$ cat src/core/mirq_pkg.sv
package mirq_pkg;

	// Register byte addresses
	localparam logic [7:0] OFS_FIRST_DATA_ROUTE   = 8'h00;
	localparam logic [7:0] OFS_FIRST_MOTION_ROUTE = 8'h04;
	localparam logic [7:0] OFS_SECOND_DATA_ROUTE  = 8'h08;
	localparam logic [7:0] OFS_SECOND_MOTION_ROUTE = 8'h0c;
	localparam logic [7:0] OFS_PIN_CONTROL        = 8'h10;
	localparam logic [7:0] OFS_COMBINED_SOURCE    = 8'h14;
	localparam logic [7:0] OFS_WAKE_SOURCE        = 8'h18;
	localparam logic [7:0] OFS_TAP_SOURCE         = 8'h1c;
	localparam logic [7:0] OFS_ORIENT_SOURCE      = 8'h20;
	localparam logic [7:0] OFS_READY_STATUS       = 8'h24;
	localparam logic [7:0] OFS_QUEUE_STATUS_TWO   = 8'h28;
	localparam logic [7:0] OFS_AUX_STATUS         = 8'h2c;

	// Pin control register fields
	localparam int CTL_POLARITY_LOW = 0;
	localparam int CTL_DRIVE_TYPE   = 1;
	localparam int CTL_MERGE_PINS   = 2;
	localparam int CTL_LATCH_IRQ    = 3;
	localparam int CTL_CLEAR_ON_READ = 4;
	localparam int CTL_BASIC_ENABLE = 5;

	// Bit positions in the motion route registers
	localparam int MOT_ACTIVITY    = 7;
	localparam int MOT_SINGLE_TAP  = 6;
	localparam int MOT_WAKE        = 5;
	localparam int MOT_FREEFALL    = 4;
	localparam int MOT_DOUBLE_TAP  = 3;
	localparam int MOT_ORIENTATION = 2;
	localparam int MOT_EMBEDDED    = 1;
	localparam int MOT_HUB_OR_TIME = 0;

	// Basic event masks, in motion route layout
	localparam logic [7:0] MASK_ALL_BASIC  = 8'hfc;
	localparam logic [7:0] MASK_WAKE_SRC   = 8'hb0;
	localparam logic [7:0] MASK_TAP_EVENT_SOURCE    = 8'h48;
	localparam logic [7:0] MASK_ORIENT_SRC = 8'h04;

	// Second data route: top bit reserved
	localparam logic [7:0] SECOND_DATA_WMASK = 8'h7f;

	localparam logic [7:0] ROUTE_RESET = 8'h00;
	localparam logic [5:0] CTL_RESET   = 6'h00;

	localparam logic [1:0] HTRANS_NONSEQ = 2'h2;
	localparam logic       HRESP_OKAY    = 1'b0;

endpackage

$ cat src/core/mirq_pin_router.sv
// Overview of operation
// - Polarity bit zero active high, one low
// - Drive bit one makes pins open drain
// - First data route register selects pin-one sources
// - First motion route register selects motion sources
// - Second data route register, top bit zero
// - Second motion route, bit zero timestamp
// - Route bits reset zero; one connects source
// - Shared pin is OR of selected events
// - Every routable event readable as status
// - Combined source register reports all basic events
// - Merge bit ORs both pins onto first
// - Basic events silent until master enable set
// - Latched event holds until source register read
// - Unrouted function never latches
// - Clear-on-read clears at once, else next tick
// - Unlatched event drops when condition ends
//
// The implementer's own choices: the AHB-Lite slave port and the register addresses.
`timescale 1ns/1ns
`default_nettype none

module mirq_pin_router
	import mirq_pkg::*;
(
	input  wire logic        clock,          // System clock, 50 MHz
	input  wire logic        sys_rst,        // Async reset, active high
	input  wire logic        hsel,           // AHB slave select
	input  wire logic [31:0] haddr,          // AHB address
	input  wire logic [1:0]  htrans,         // AHB transfer type
	input  wire logic        hwrite,         // AHB write
	input  wire logic [2:0]  hsize,          // AHB size, word only
	input  wire logic [31:0] hwdata,         // AHB write data
	input  wire logic        hready,         // AHB bus ready
	output logic             hreadyout,      // Slave ready, never waits
	output logic             hresp,          // Always OKAY
	output logic [31:0]      hrdata,         // Read data
	input  wire logic        sampleTick,     // One pulse per output sample
	input  wire logic        accelReady,     // Accelerometer data ready
	input  wire logic        gyroReady,      // Gyroscope data ready
	input  wire logic        tempReady,      // Temperature data ready
	input  wire logic        bootEvent,      // Boot in progress
	input  wire logic        markerReady,    // Marker-gated data ready
	input  wire logic        batchCount,     // Batch counter event
	input  wire logic        queueFull,      // Queue full
	input  wire logic        queueOverrun,   // Queue overrun
	input  wire logic        queueThreshold, // Queue threshold reached
	input  wire logic        embeddedEvent,  // Embedded function event
	input  wire logic        hubDone,        // Sensor hub end of operation
	input  wire logic        timeOverflow,   // Timestamp overflow alert
	input  wire logic        activityEvent,  // Activity change condition
	input  wire logic        singleTapEvent, // Single tap condition
	input  wire logic        wakeEvent,      // Wake-up condition
	input  wire logic        freefallEvent,  // Free-fall condition
	input  wire logic        doubleTapEvent, // Double tap condition
	input  wire logic        orientEvent,    // Orientation condition
	output logic             firstIrqOut,    // First pin level
	output logic             firstIrqOe,     // First pin driven
	output logic             secondIrqOut,   // Second pin level
	output logic             secondIrqOe     // Second pin driven
);

	typedef struct packed {
		logic [7:0]  dataRoute1;
		logic [7:0]  motRoute1;
		logic [6:0]  dataRoute2;
		logic [7:0]  motRoute2;
		logic [5:0]  ctl;
		logic [7:0]  basicHeld;
		logic [7:0]  clrPend;
		logic [7:0]  data1Stat;
		logic [7:0]  data2Stat;
		logic        embStat;
		logic        hubStat;
		logic        timeStat;
		logic        wrPend;
		logic [7:0]  wrAddr;
		logic [31:0] rdata;
		logic        pin1Out;
		logic        pin1Oe;
		logic        pin2Out;
		logic        pin2Oe;
	} mirq_state_t;

	mirq_state_t st;
	mirq_state_t next_st;

	// Basic event bits cleared by reading a source register
	function automatic logic [7:0] readClearMask(input logic [7:0] addr);
		unique case (addr)
			OFS_COMBINED_SOURCE: readClearMask = MASK_ALL_BASIC;
			OFS_WAKE_SOURCE:     readClearMask = MASK_WAKE_SRC;
			OFS_TAP_SOURCE:      readClearMask = MASK_TAP_EVENT_SOURCE;
			OFS_ORIENT_SOURCE:   readClearMask = MASK_ORIENT_SRC;
			default:             readClearMask = 8'h00;
		endcase
	endfunction

	// Drive level and enable for one pin from its asserted state
	function automatic logic [1:0] pinDrive(input logic act,
			input logic polLow, input logic openDrain);
		logic lvl;
		lvl = act ^ polLow;
		pinDrive = {lvl, act | ~openDrain};
	endfunction

	// Registers live in the low 256 bytes only
	function automatic logic inWindow(input logic [31:0] addr);
		inWindow = (addr[31:8] == 24'h000000);
	endfunction

	// Motion vector of one pin; its bit zero source differs per pin
	function automatic logic [7:0] motionVector(input logic [7:0] held,
			input logic emb, input logic lowBit);
		logic [7:0] v;
		v = held;
		v[MOT_EMBEDDED] = emb;
		v[MOT_HUB_OR_TIME] = lowBit;
		motionVector = v;
	endfunction

	// A pin is asserted when any routed source is set
	function automatic logic routeHit(input logic [7:0] route,
			input logic [7:0] stat);
		routeHit = |(route & stat);
	endfunction

	logic        addrPhase;
	logic [7:0]  addrIdx;
	logic [7:0]  basicLive;
	logic [7:0]  routedAny;
	logic [7:0]  latchMask;
	logic [7:0]  rdClr;
	logic [7:0]  motVec1;
	logic [7:0]  motVec2;
	logic        raw1;
	logic        raw2;
	logic [1:0]  drv1;
	logic [1:0]  drv2;
	logic        readHit;
	logic        writeHit;
	logic [7:0]  data1Now;
	logic [7:0]  data2Now;

	assign addrPhase = hsel & hready & (htrans == HTRANS_NONSEQ);
	assign addrIdx   = {haddr[7:2], 2'b00};
	assign readHit   = addrPhase & ~hwrite & inWindow(haddr);
	assign writeHit  = addrPhase & hwrite & inWindow(haddr);

	// Data-ready and queue events in route register layout
	assign data1Now = {markerReady, batchCount, queueFull, queueOverrun,
		queueThreshold, bootEvent, gyroReady, accelReady};
	assign data2Now = {1'b0, batchCount, queueFull, queueOverrun,
		queueThreshold, tempReady, gyroReady, accelReady};

	always_comb begin
		next_st = st;
		// Write data phase
		if (st.wrPend) begin
			unique case (st.wrAddr)
				OFS_FIRST_DATA_ROUTE:    next_st.dataRoute1 = hwdata[7:0];
				OFS_FIRST_MOTION_ROUTE:  next_st.motRoute1 = hwdata[7:0];
				OFS_SECOND_DATA_ROUTE:
					next_st.dataRoute2 = hwdata[6:0];
				OFS_SECOND_MOTION_ROUTE: next_st.motRoute2 = hwdata[7:0];
				OFS_PIN_CONTROL:         next_st.ctl = hwdata[5:0];
				default:                 next_st.wrPend = 1'b0;
			endcase
		end
		next_st.wrPend = writeHit;
		next_st.wrAddr = addrIdx;

		// Read captured in the address phase, before any clear
		next_st.rdata = st.rdata;
		if (addrPhase & ~hwrite) begin
			next_st.rdata = 32'h00000000;
			if (inWindow(haddr)) begin
				unique case (addrIdx)
					OFS_FIRST_DATA_ROUTE:
						next_st.rdata[7:0] = st.dataRoute1;
					OFS_FIRST_MOTION_ROUTE:
						next_st.rdata[7:0] = st.motRoute1;
					OFS_SECOND_DATA_ROUTE:
						next_st.rdata[7:0] = {1'b0, st.dataRoute2};
					OFS_SECOND_MOTION_ROUTE:
						next_st.rdata[7:0] = st.motRoute2;
					OFS_PIN_CONTROL:
						next_st.rdata[5:0] = st.ctl;
					OFS_COMBINED_SOURCE:
						next_st.rdata[7:0] = st.basicHeld & MASK_ALL_BASIC;
					OFS_WAKE_SOURCE:
						next_st.rdata[7:0] = st.basicHeld & MASK_WAKE_SRC;
					OFS_TAP_SOURCE:
						next_st.rdata[7:0] = st.basicHeld & MASK_TAP_EVENT_SOURCE;
					OFS_ORIENT_SOURCE:
						next_st.rdata[7:0] = st.basicHeld & MASK_ORIENT_SRC;
					OFS_READY_STATUS:
						next_st.rdata[8:0] = {st.data2Stat[2], st.data1Stat};
					OFS_QUEUE_STATUS_TWO:
						next_st.rdata[3:0] = st.data1Stat[6:3];
					OFS_AUX_STATUS:
						next_st.rdata[2:0] = {st.timeStat, st.hubStat,
							st.embStat};
					default:
						next_st.rdata = 32'h00000000;
				endcase
			end
		end

		// Basic events gated by master enable
		basicLive = {activityEvent, singleTapEvent, wakeEvent,
			freefallEvent, doubleTapEvent, orientEvent, 2'b00}
			& {8{st.ctl[CTL_BASIC_ENABLE]}};
		routedAny = (st.motRoute1 | st.motRoute2) & MASK_ALL_BASIC;
		latchMask = routedAny & {8{st.ctl[CTL_LATCH_IRQ]}};

		rdClr = 8'h00;
		if (readHit) begin
			rdClr = readClearMask(addrIdx) & latchMask;
		end
		if (st.ctl[CTL_CLEAR_ON_READ]) begin
			next_st.basicHeld = st.basicHeld & ~rdClr;
			next_st.clrPend = st.clrPend;
		end else begin
			next_st.basicHeld = st.basicHeld;
			next_st.clrPend = st.clrPend | rdClr;
		end

		// Sample tick: set wins over a clear in the same cycle
		if (sampleTick) begin
			next_st.basicHeld = (next_st.basicHeld & latchMask
				& ~next_st.clrPend) | basicLive;
			next_st.clrPend = 8'h00;
			next_st.data1Stat = data1Now;
			next_st.data2Stat = data2Now;
			next_st.embStat = embeddedEvent;
			next_st.hubStat = hubDone;
			next_st.timeStat = timeOverflow;
		end

		// Pin combination from the updated status
		motVec1 = motionVector(next_st.basicHeld, next_st.embStat,
			next_st.hubStat);
		motVec2 = motionVector(next_st.basicHeld, next_st.embStat,
			next_st.timeStat);
		raw1 = routeHit(st.dataRoute1, next_st.data1Stat)
			| routeHit(st.motRoute1, motVec1);
		raw2 = routeHit({1'b0, st.dataRoute2}, next_st.data2Stat)
			| routeHit(st.motRoute2, motVec2);
		if (st.ctl[CTL_MERGE_PINS]) begin
			raw1 = raw1 | raw2;
			raw2 = 1'b0;
		end
		drv1 = pinDrive(raw1, st.ctl[CTL_POLARITY_LOW],
			st.ctl[CTL_DRIVE_TYPE]);
		drv2 = pinDrive(raw2, st.ctl[CTL_POLARITY_LOW],
			st.ctl[CTL_DRIVE_TYPE]);
		next_st.pin1Out = drv1[1];
		next_st.pin1Oe = drv1[0];
		next_st.pin2Out = drv2[1];
		next_st.pin2Oe = drv2[0];
	end

	always_ff @(posedge clock or posedge sys_rst) begin
		if (sys_rst) begin
			st.dataRoute1 <= ROUTE_RESET;
			st.motRoute1  <= ROUTE_RESET;
			st.dataRoute2 <= ROUTE_RESET[6:0];
			st.motRoute2  <= ROUTE_RESET;
			st.ctl        <= CTL_RESET;
			st.basicHeld  <= 8'h00;
			st.clrPend    <= 8'h00;
			st.data1Stat  <= 8'h00;
			st.data2Stat  <= 8'h00;
			st.embStat    <= 1'b0;
			st.hubStat    <= 1'b0;
			st.timeStat   <= 1'b0;
			st.wrPend     <= 1'b0;
			st.wrAddr     <= 8'h00;
			st.rdata      <= 32'h00000000;
			// Idle push-pull at the inactive level
			st.pin1Out    <= 1'b0;
			st.pin1Oe     <= 1'b1;
			st.pin2Out    <= 1'b0;
			st.pin2Oe     <= 1'b1;
		end else begin
			st <= next_st;
		end
	end

	assign hreadyout    = 1'b1;
	assign hresp        = HRESP_OKAY;
	assign hrdata       = st.rdata;
	assign firstIrqOut  = st.pin1Out;
	assign firstIrqOe   = st.pin1Oe;
	assign secondIrqOut = st.pin2Out;
	assign secondIrqOe  = st.pin2Oe;

endmodule

`default_nettype wire

$ cat config.mk
export PLATFORM = sky130hd
export DESIGN_NAME = mirq_pin_router
export DESIGN_NICKNAME = d
export VERILOG_FILES = /design/src/core/mirq_pkg.sv /design/src/core/mirq_pin_router.sv
export SDC_FILE = /design/constraint.sdc
export NUM_CORES = 1
export LEC_CHECK = 0
export BUFFER_PORTS_ARGS = -buffer_cell sky130_fd_sc_hd__buf_2
export CORE_UTILIZATION = 45
export CTS_BUF_LIST = sky130_fd_sc_hd__clkbuf_2
export CTS_CLUSTER_DIAMETER = 80
export DETAILED_ROUTE_END_ITERATION = 10
export GPL_TIMING_DRIVEN = 0
export PLACE_DENSITY_LB_ADDON = 0.05
export SYNTH_ARGS = -nofsm -noshare
export SYNTH_HDL_FRONTEND = slang
export SYNTH_SLANG_ARGS = --single-unit
$ cat constraint.sdc
create_clock -name clock -period 5.4 [get_ports clock]
set_input_delay 1.08 -clock clock [delete_from_list [all_inputs] [get_ports clock]]
set_output_delay 1.08 -clock clock [all_outputs]
set_load 0.02 [all_outputs]
### Word level (Yosys, flattened, before mapping)

Index checks and enable logic that the tools add are counted.

| word-level totals | value |
|---|---|
| output and inout bits | 38 |
| logic and storage cells | 93 |
| register bits | 115 |
| input port bits | 93 |

| operators by class | value |
|---|---|
| multiplexer cells | 13 |
| bitwise logic cells | 30 |
| reductions and logical operators | 15 |
| eq/ne operators | 16 |

Operators with widths:

| operator | count |
|---|---|
| bitwise AND 8 bit | 9 |
| 2-to-1 mux 35 bit | 1 |
| case mux 8 bit (4 select lines) | 1 |
| OR reduction 8 bit | 4 |
| equality test 6 x 3 -> 1 bit, second input constant | 5 |
| case mux 3 bit (9 select lines) | 1 |
| equality test 6 x 2 -> 1 bit, second input constant | 4 |
| equality test 6 x 4 -> 1 bit, second input constant | 4 |
| logical NOT 24 bit | 1 |
| OR 8 bit | 3 |
| logical NOT 8 bit | 2 |
| 2-to-1 mux 16 bit | 1 |
| 2-to-1 mux 8 bit | 2 |
| NOT 8 bit | 2 |
| case mux 2 bit (8 select lines) | 1 |
| case mux 2 bit (7 select lines) | 1 |
| equality test 6 x 1 -> 1 bit, second input constant | 2 |
| AND reduction 2 bit | 5 |
| 2-to-1 mux 9 bit | 1 |
| bitwise AND 7 x 8 -> 8 bit | 1 |
| case mux 1 bit (8 select lines) | 1 |
| bitwise AND 1 bit | 6 |
| OR reduction 2 bit | 3 |
| OR 1 bit | 5 |
| 4 further kinds | 8 |

### Longest topological paths before layout

| depth | value |
|---|---|
| depth after elaboration | 20 |
| mapped depth | 10 |
| gate-level depth less buffers | 7 |

### Worst setup path after synthesis

No wires, ideal clock.

| path | value |
|---|---|
| kind | input -> register |
| start | input haddr[27] |
| end | register st, in the netlist firstIrqOut |
| required time | 5.273 ns |
| path buffers | 1 |
| path slack | 2.487 ns |
| arrival | 2.787 ns |
| setup time | 0.127 ns |
| stages on the path | 8 |
| cells stage by stage | nor4_2 -> nand4_2 -> or4_1 -> buf_2 -> nor2_1 -> o2111a_2 -> o211ai_2 -> xor2_1 |

| on the way | value |
|---|---|
| cells in the longest elaborated chain, start to end | 16 |
| elaborated cells between the ends (all ways) | 21 |
| classes of those cells | mux (4); bitwise (14); reduce/logical (3) |

RTL lines:

| what | line | source |
|---|---|---|
| start: declaration | mirq_pin_router.sv:29 | `input wire logic [31:0] haddr,` |
| logical NOT 24 bit * | mirq_pin_router.sv:109 | `inWindow = (addr[31:8] == 24'h000000);` |
| bitwise AND 1 bit * | mirq_pin_router.sv:147 | `assign readHit = addrPhase & ~hwrite & inWindow(haddr);` |
| 2-to-1 mux 8 bit * | mirq_pin_router.sv:218 | `if (readHit) begin` |
| NOT 8 bit | mirq_pin_router.sv:222 | `next_st.basicHeld = st.basicHeld & ~rdClr;` |
| bitwise AND 8 bit | mirq_pin_router.sv:222 |  |
| 2-to-1 mux 16 bit * | mirq_pin_router.sv:221 | `if (st.ctl[CTL_CLEAR_ON_READ]) begin` |
| bitwise AND 8 bit | mirq_pin_router.sv:231 | `next_st.basicHeld = (next_st.basicHeld & latchMask` |
| bitwise AND 8 bit | mirq_pin_router.sv:232 | `& ~next_st.clrPend) \| basicLive;` |
| OR 8 bit | mirq_pin_router.sv:232 |  |
| 2-to-1 mux 35 bit * | mirq_pin_router.sv:230 | `if (sampleTick) begin` |
| bitwise AND 8 bit | mirq_pin_router.sv:125 | `routeHit = \|(route & stat);` |
| OR reduction 8 bit | mirq_pin_router.sv:125 |  |
| OR 1 bit, on equally long branches | mirq_pin_router.sv:247, mirq_pin_router.sv:249 |  |
| OR 1 bit | mirq_pin_router.sv:251 | `raw1 = raw1 \| raw2;` |
| 2-to-1 mux 1 bit * | mirq_pin_router.sv:250 | `if (st.ctl[CTL_MERGE_PINS]) begin` |
| XOR 1 bit * | mirq_pin_router.sv:103 | `lvl = act ^ polLow;` |
| net drv1[1] | mirq_pin_router.sv:138 | `logic [1:0] drv1;` |
| end signal: assignment | mirq_pin_router.sv:287 | `st <= next_st;` |
| end: declaration | mirq_pin_router.sv:85 | `mirq_state_t st;` |

The timed path passes the listed nets; every way through them passes the cells marked *.
A chain may end at the register's enable or synchronous reset.

### Worst setup path in the final report

| path | value |
|---|---|
| start | input sampleTick |
| end | register st, in the netlist firstIrqOut |

| on the way | value |
|---|---|
| cells in the longest elaborated chain, start to end | 7 |
| elaborated cells between the ends (all ways) | 14 |
| classes of those cells | mux (2); bitwise (8); reduce/logical (4) |

RTL lines:

| what | line | source |
|---|---|---|
| start: declaration | mirq_pin_router.sv:38 | `input wire logic sampleTick,` |
| 2-to-1 mux 35 bit * | mirq_pin_router.sv:230 |  |
| bitwise AND 8 bit / bitwise AND 7 x 8 -> 8 bit (equally long branches) | mirq_pin_router.sv:125 |  |
| OR reduction 8 bit | mirq_pin_router.sv:125 |  |
| OR 1 bit, on equally long branches | mirq_pin_router.sv:247, mirq_pin_router.sv:249 |  |
| OR 1 bit | mirq_pin_router.sv:251 |  |
| 2-to-1 mux 1 bit * | mirq_pin_router.sv:250 |  |
| XOR 1 bit * | mirq_pin_router.sv:103 |  |
| net drv1[1] | mirq_pin_router.sv:138 |  |

Marks and branches as above.

==> run_results.csv <==
group,metric,value,unit
synth,syn-instance-count,441,
pwr,leakage,2.548,nW
clock_tree,root_buffer,"clkbuf_2",
pwr,ir_drop,126.4,µV
clock_tree,hold_buffers,0,
sta,finalHoldViolCount,0,
synth,synth_top_area_share,44.64,%
cells_and_area,area_delta_synth_final,16.49,%
synth,syn_area,4765,µm²
clock_tree,cts_tree,"built",
sta,setup_viol,0,
synth,synth_edf_count,0,
global_routing,grt_pass1_wl,21070,µm
floorplan,dieArea,11000,µm²
clock_tree,post_cts_buffers,0,
synth,ys_ff_latch,87,
setup_path,critPathMaxFanout,10,
synth,synthFlopType,"dfrtp_1",
sta,finalCritPeriodShare,53.84,%
clock_tree,post_cts_resized,0,
drt,initialDrtViolationCount,324,
setup_path,end_kind,"flip-flop",
pwr,powerDensity,225.9,nW/µm²
global_routing,antenna_found_initial,0,
sta,max_slew_margin,48.54,%
place,io_buffers,75,
sta,setup_slack,2.492,ns
clock_tree,clock_latency,0.59,ns
drt,vias,3924,
setup_path,crit_family,"buffers and inverters",
clock_tree,cts_buffer_depth,2,
synth,avgSynthCellArea,10.80,µm²
floorplan,initial_core_util,46.36,%
sta,fin_tns_setup,0,ns
drt,viasPerCell,5.671,
sta,worst_clock_skew,0.03623,ns
clock_tree,clock-sinks,87,
drt,dr.pass1.iters,5,
drt,ant_nets,0,
global_routing,grt_pass1_vias,3742,
pwr,seqPwrFrac,56.6,%
pwr,intPower,0.8424,mW
pwr,combinationalPowerShare,15.7,%
floorplan,io_pins,131,
synth,async_flop_share,100.0,%
synth,yosysWarnings,0,
sta,slew_violations,0,
sta,maxClockFrequency,343.9,MHz
sta,rsz0062_at_grt,"no",
drt,wl_per_cell,18.94,µm
synth,yosysSeqAreaShare,45.75,%
setup_path,path_buf_inv,3,
pwr,power.share.clock,27.7,%
run_status,status,"finished clean",
sta,fin_crit,2.908,ns
place,routabilityCongestion,0.9062,
job,maxCapViolCount,0,
cells_and_area,layout-drive-gt1-share,38.85,%
global_routing,grt_use_total,25.25,%
drt,drc,0,
setup_path,worstPathRequired,5.91,ns
floorplan,die_w,104.9,µm
clock_tree,clk_pin_slew,0.30,ns
setup_path,worst_ep_arrival_time,3.41,ns
floorplan,die_h,104.9,µm
floorplan,core_area,10280,µm²
setup_path,cp_cell_sequence,"buf_2 > clkbuf_1 > buf_1 > o21ai_0 > a31oi_1 > o2111a_2 > o211ai_2 > xor2_1",
synth,synth_top_area_cell,"dfrtp_1",
pwr,total_power,1.254,mW
synth,synth_area_leaders,"dfrtp_1 (45%), mux2_2 (14%), buf_4 (5.4%), a22oi_1 (2.8%), o21ai_0 (2.7%)",
global_routing,grt_overflow,0,
worst_hold_path,hp-class,"in2async",
setup_path,slowest_stage,"clkbuf_1",
cells_and_area,nets,644,
cells_and_area,num-fill-cells,959,
setup_path,critPathKind,"in2reg",
global_routing,grt_max_degree,54,
setup_path,startpoint_type,"input port",
place,dp_hpwl,10190,µm
clock_tree,htreeDepth,3,
floorplan,row_count,37,
setup_path,cp_slowest_stage_delay,0.49,ns
pwr,p_sw,0.4114,mW
place,dp_slack,1.877,ns
clock_tree,cts-buffers-inserted,9,
sta,worst_pin_slew,0.7690,ns
drt,wl,13110,µm
cells_and_area,n_antenna_cell,0,
synth,ys_types,60,
pwr,swShare,32.81,%
sta,hold_ws,0.4399,ns
registers in the layout, summed over array words and instances (netlist names):
register / cells
secondIrqOut: 1
hrdata: 9
st: 74
firstIrqOe: 1
secondIrqOe: 1
firstIrqOut: 1
synth_stat cells (all sizes together), types with 2 or more instances:
cell type / instances
nor4: 10
dfstp: 2
nand3b: 2
o21ai: 31
o21a: 6
xor2: 2
mux2: 61
and2: 2
o211ai: 5
nor2: 27
conb: 2
nor4b: 4
a22o: 9
clkbuf: 8
mux4: 4
nor3: 10
a21oi: 10
a222oi: 3
inv: 5
a22oi: 18
or2: 2
a221oi: 5
dfrtp: 85
nor2b: 6
nand4: 2
a21o: 3
buf: 46
nand2: 32
nand2b: 2
o22ai: 3
a31oi: 3
nand3: 11
a211oi: 2
and3: 4
cell type report:
class / count / area [µm²] / area share, %
tap: 136 / 170.2 / 3.066
sequential: 87 / 2180 / 39.27
multi-input combinational: 318 / 2313 / 41.68
clock inverter: 7 / 78.83 / 1.420
inverter: 5 / 21.27 / 0.3832
clock buffer: 9 / 45.04 / 0.8115
buffer: 54 / 339.1 / 6.109
timing repair buffer: 76 / 402.9 / 7.259
per-stage QoR:
stage          util (%)  std cells  instance area [µm²]
6_report          54.01        692                 5550
5_1_grt           54.01        692                 5550
4_1_cts           54.01        692                 5550
3_5_place_dp      52.80        676                 5426
3_3_place_gp      52.51        675                 5396
2_1_floorplan         -        464                 4851
path summary, 6_finish.rpt:
check | cells after the start | slack [ns] | start | to
max | 8 | 2.49 | sampleTick | firstIrqOut
min | 2 | 0.44 | sys_rst | st[86]
max reg2reg | 6 | 2.85 | st[41] | st[106]
min reg2reg | 2 | 0.52 | hrdata[7] | hrdata[7]
max in group asynchronous | 3 | 4.33 | sys_rst | st[79]
min in group clock | 2 | 0.52 | hrdata[7] | hrdata[7]
cells in the final DEF (no fill, tap or decap), types with 6 or more instances in the layout:
cell	n
nor3_1	9
a21oi_1	10
nand2_1	32
o21a_1	6
dfrtp_1	85
nor2_1	27
clkbuf_2	9
clkbuf_1	8
conb_1	25
a22oi_1	18
buf_2	82
a22o_1	9
o21ai_0	26
mux2_2	60
buf_4	34
nand3_1	11
nor2b_1	6
cell families after synthesis:
family / synth area share, %
multiplexers: 16.52
AND/OR/NAND/NOR: 14.50
other: 0.1576
buffers and inverters: 7.510
flip-flops: 45.75
XOR/XNOR: 0.3677
AO/OA/AOI/OAI: 15.20
worst reg2reg max path: cells and delay by family (launching register included):
kind          cells  cell delay (ns)
simple gates      4             1.43
flops             1             0.42
mux               1             0.41
buf+inv           1             0.23
power groups by stage:
stage	sequential [mW]	clock (mW)	combinational, mW
finish	0.710	0.347	0.197
global route	0.713	0.383	0.215
CTS	0.709	0.358	0.197
detailed placement	0.720	0	0.196
global placement	0.719	0	0.191
floorplan	0.715	0	0.125
metal layers:
metal / GRT usage (%) / up-vias / wire length [µm]
met5: 0 / - / 0
met4: 9.256 / 0 / 340
met3: 4.180 / 33 / 1014
met2: 38.36 / 193 / 5904
met1: 36.35 / 1894 / 5849
li1: - / 1804 / -
No activity file was read; power rests on OpenSTA's default activity.
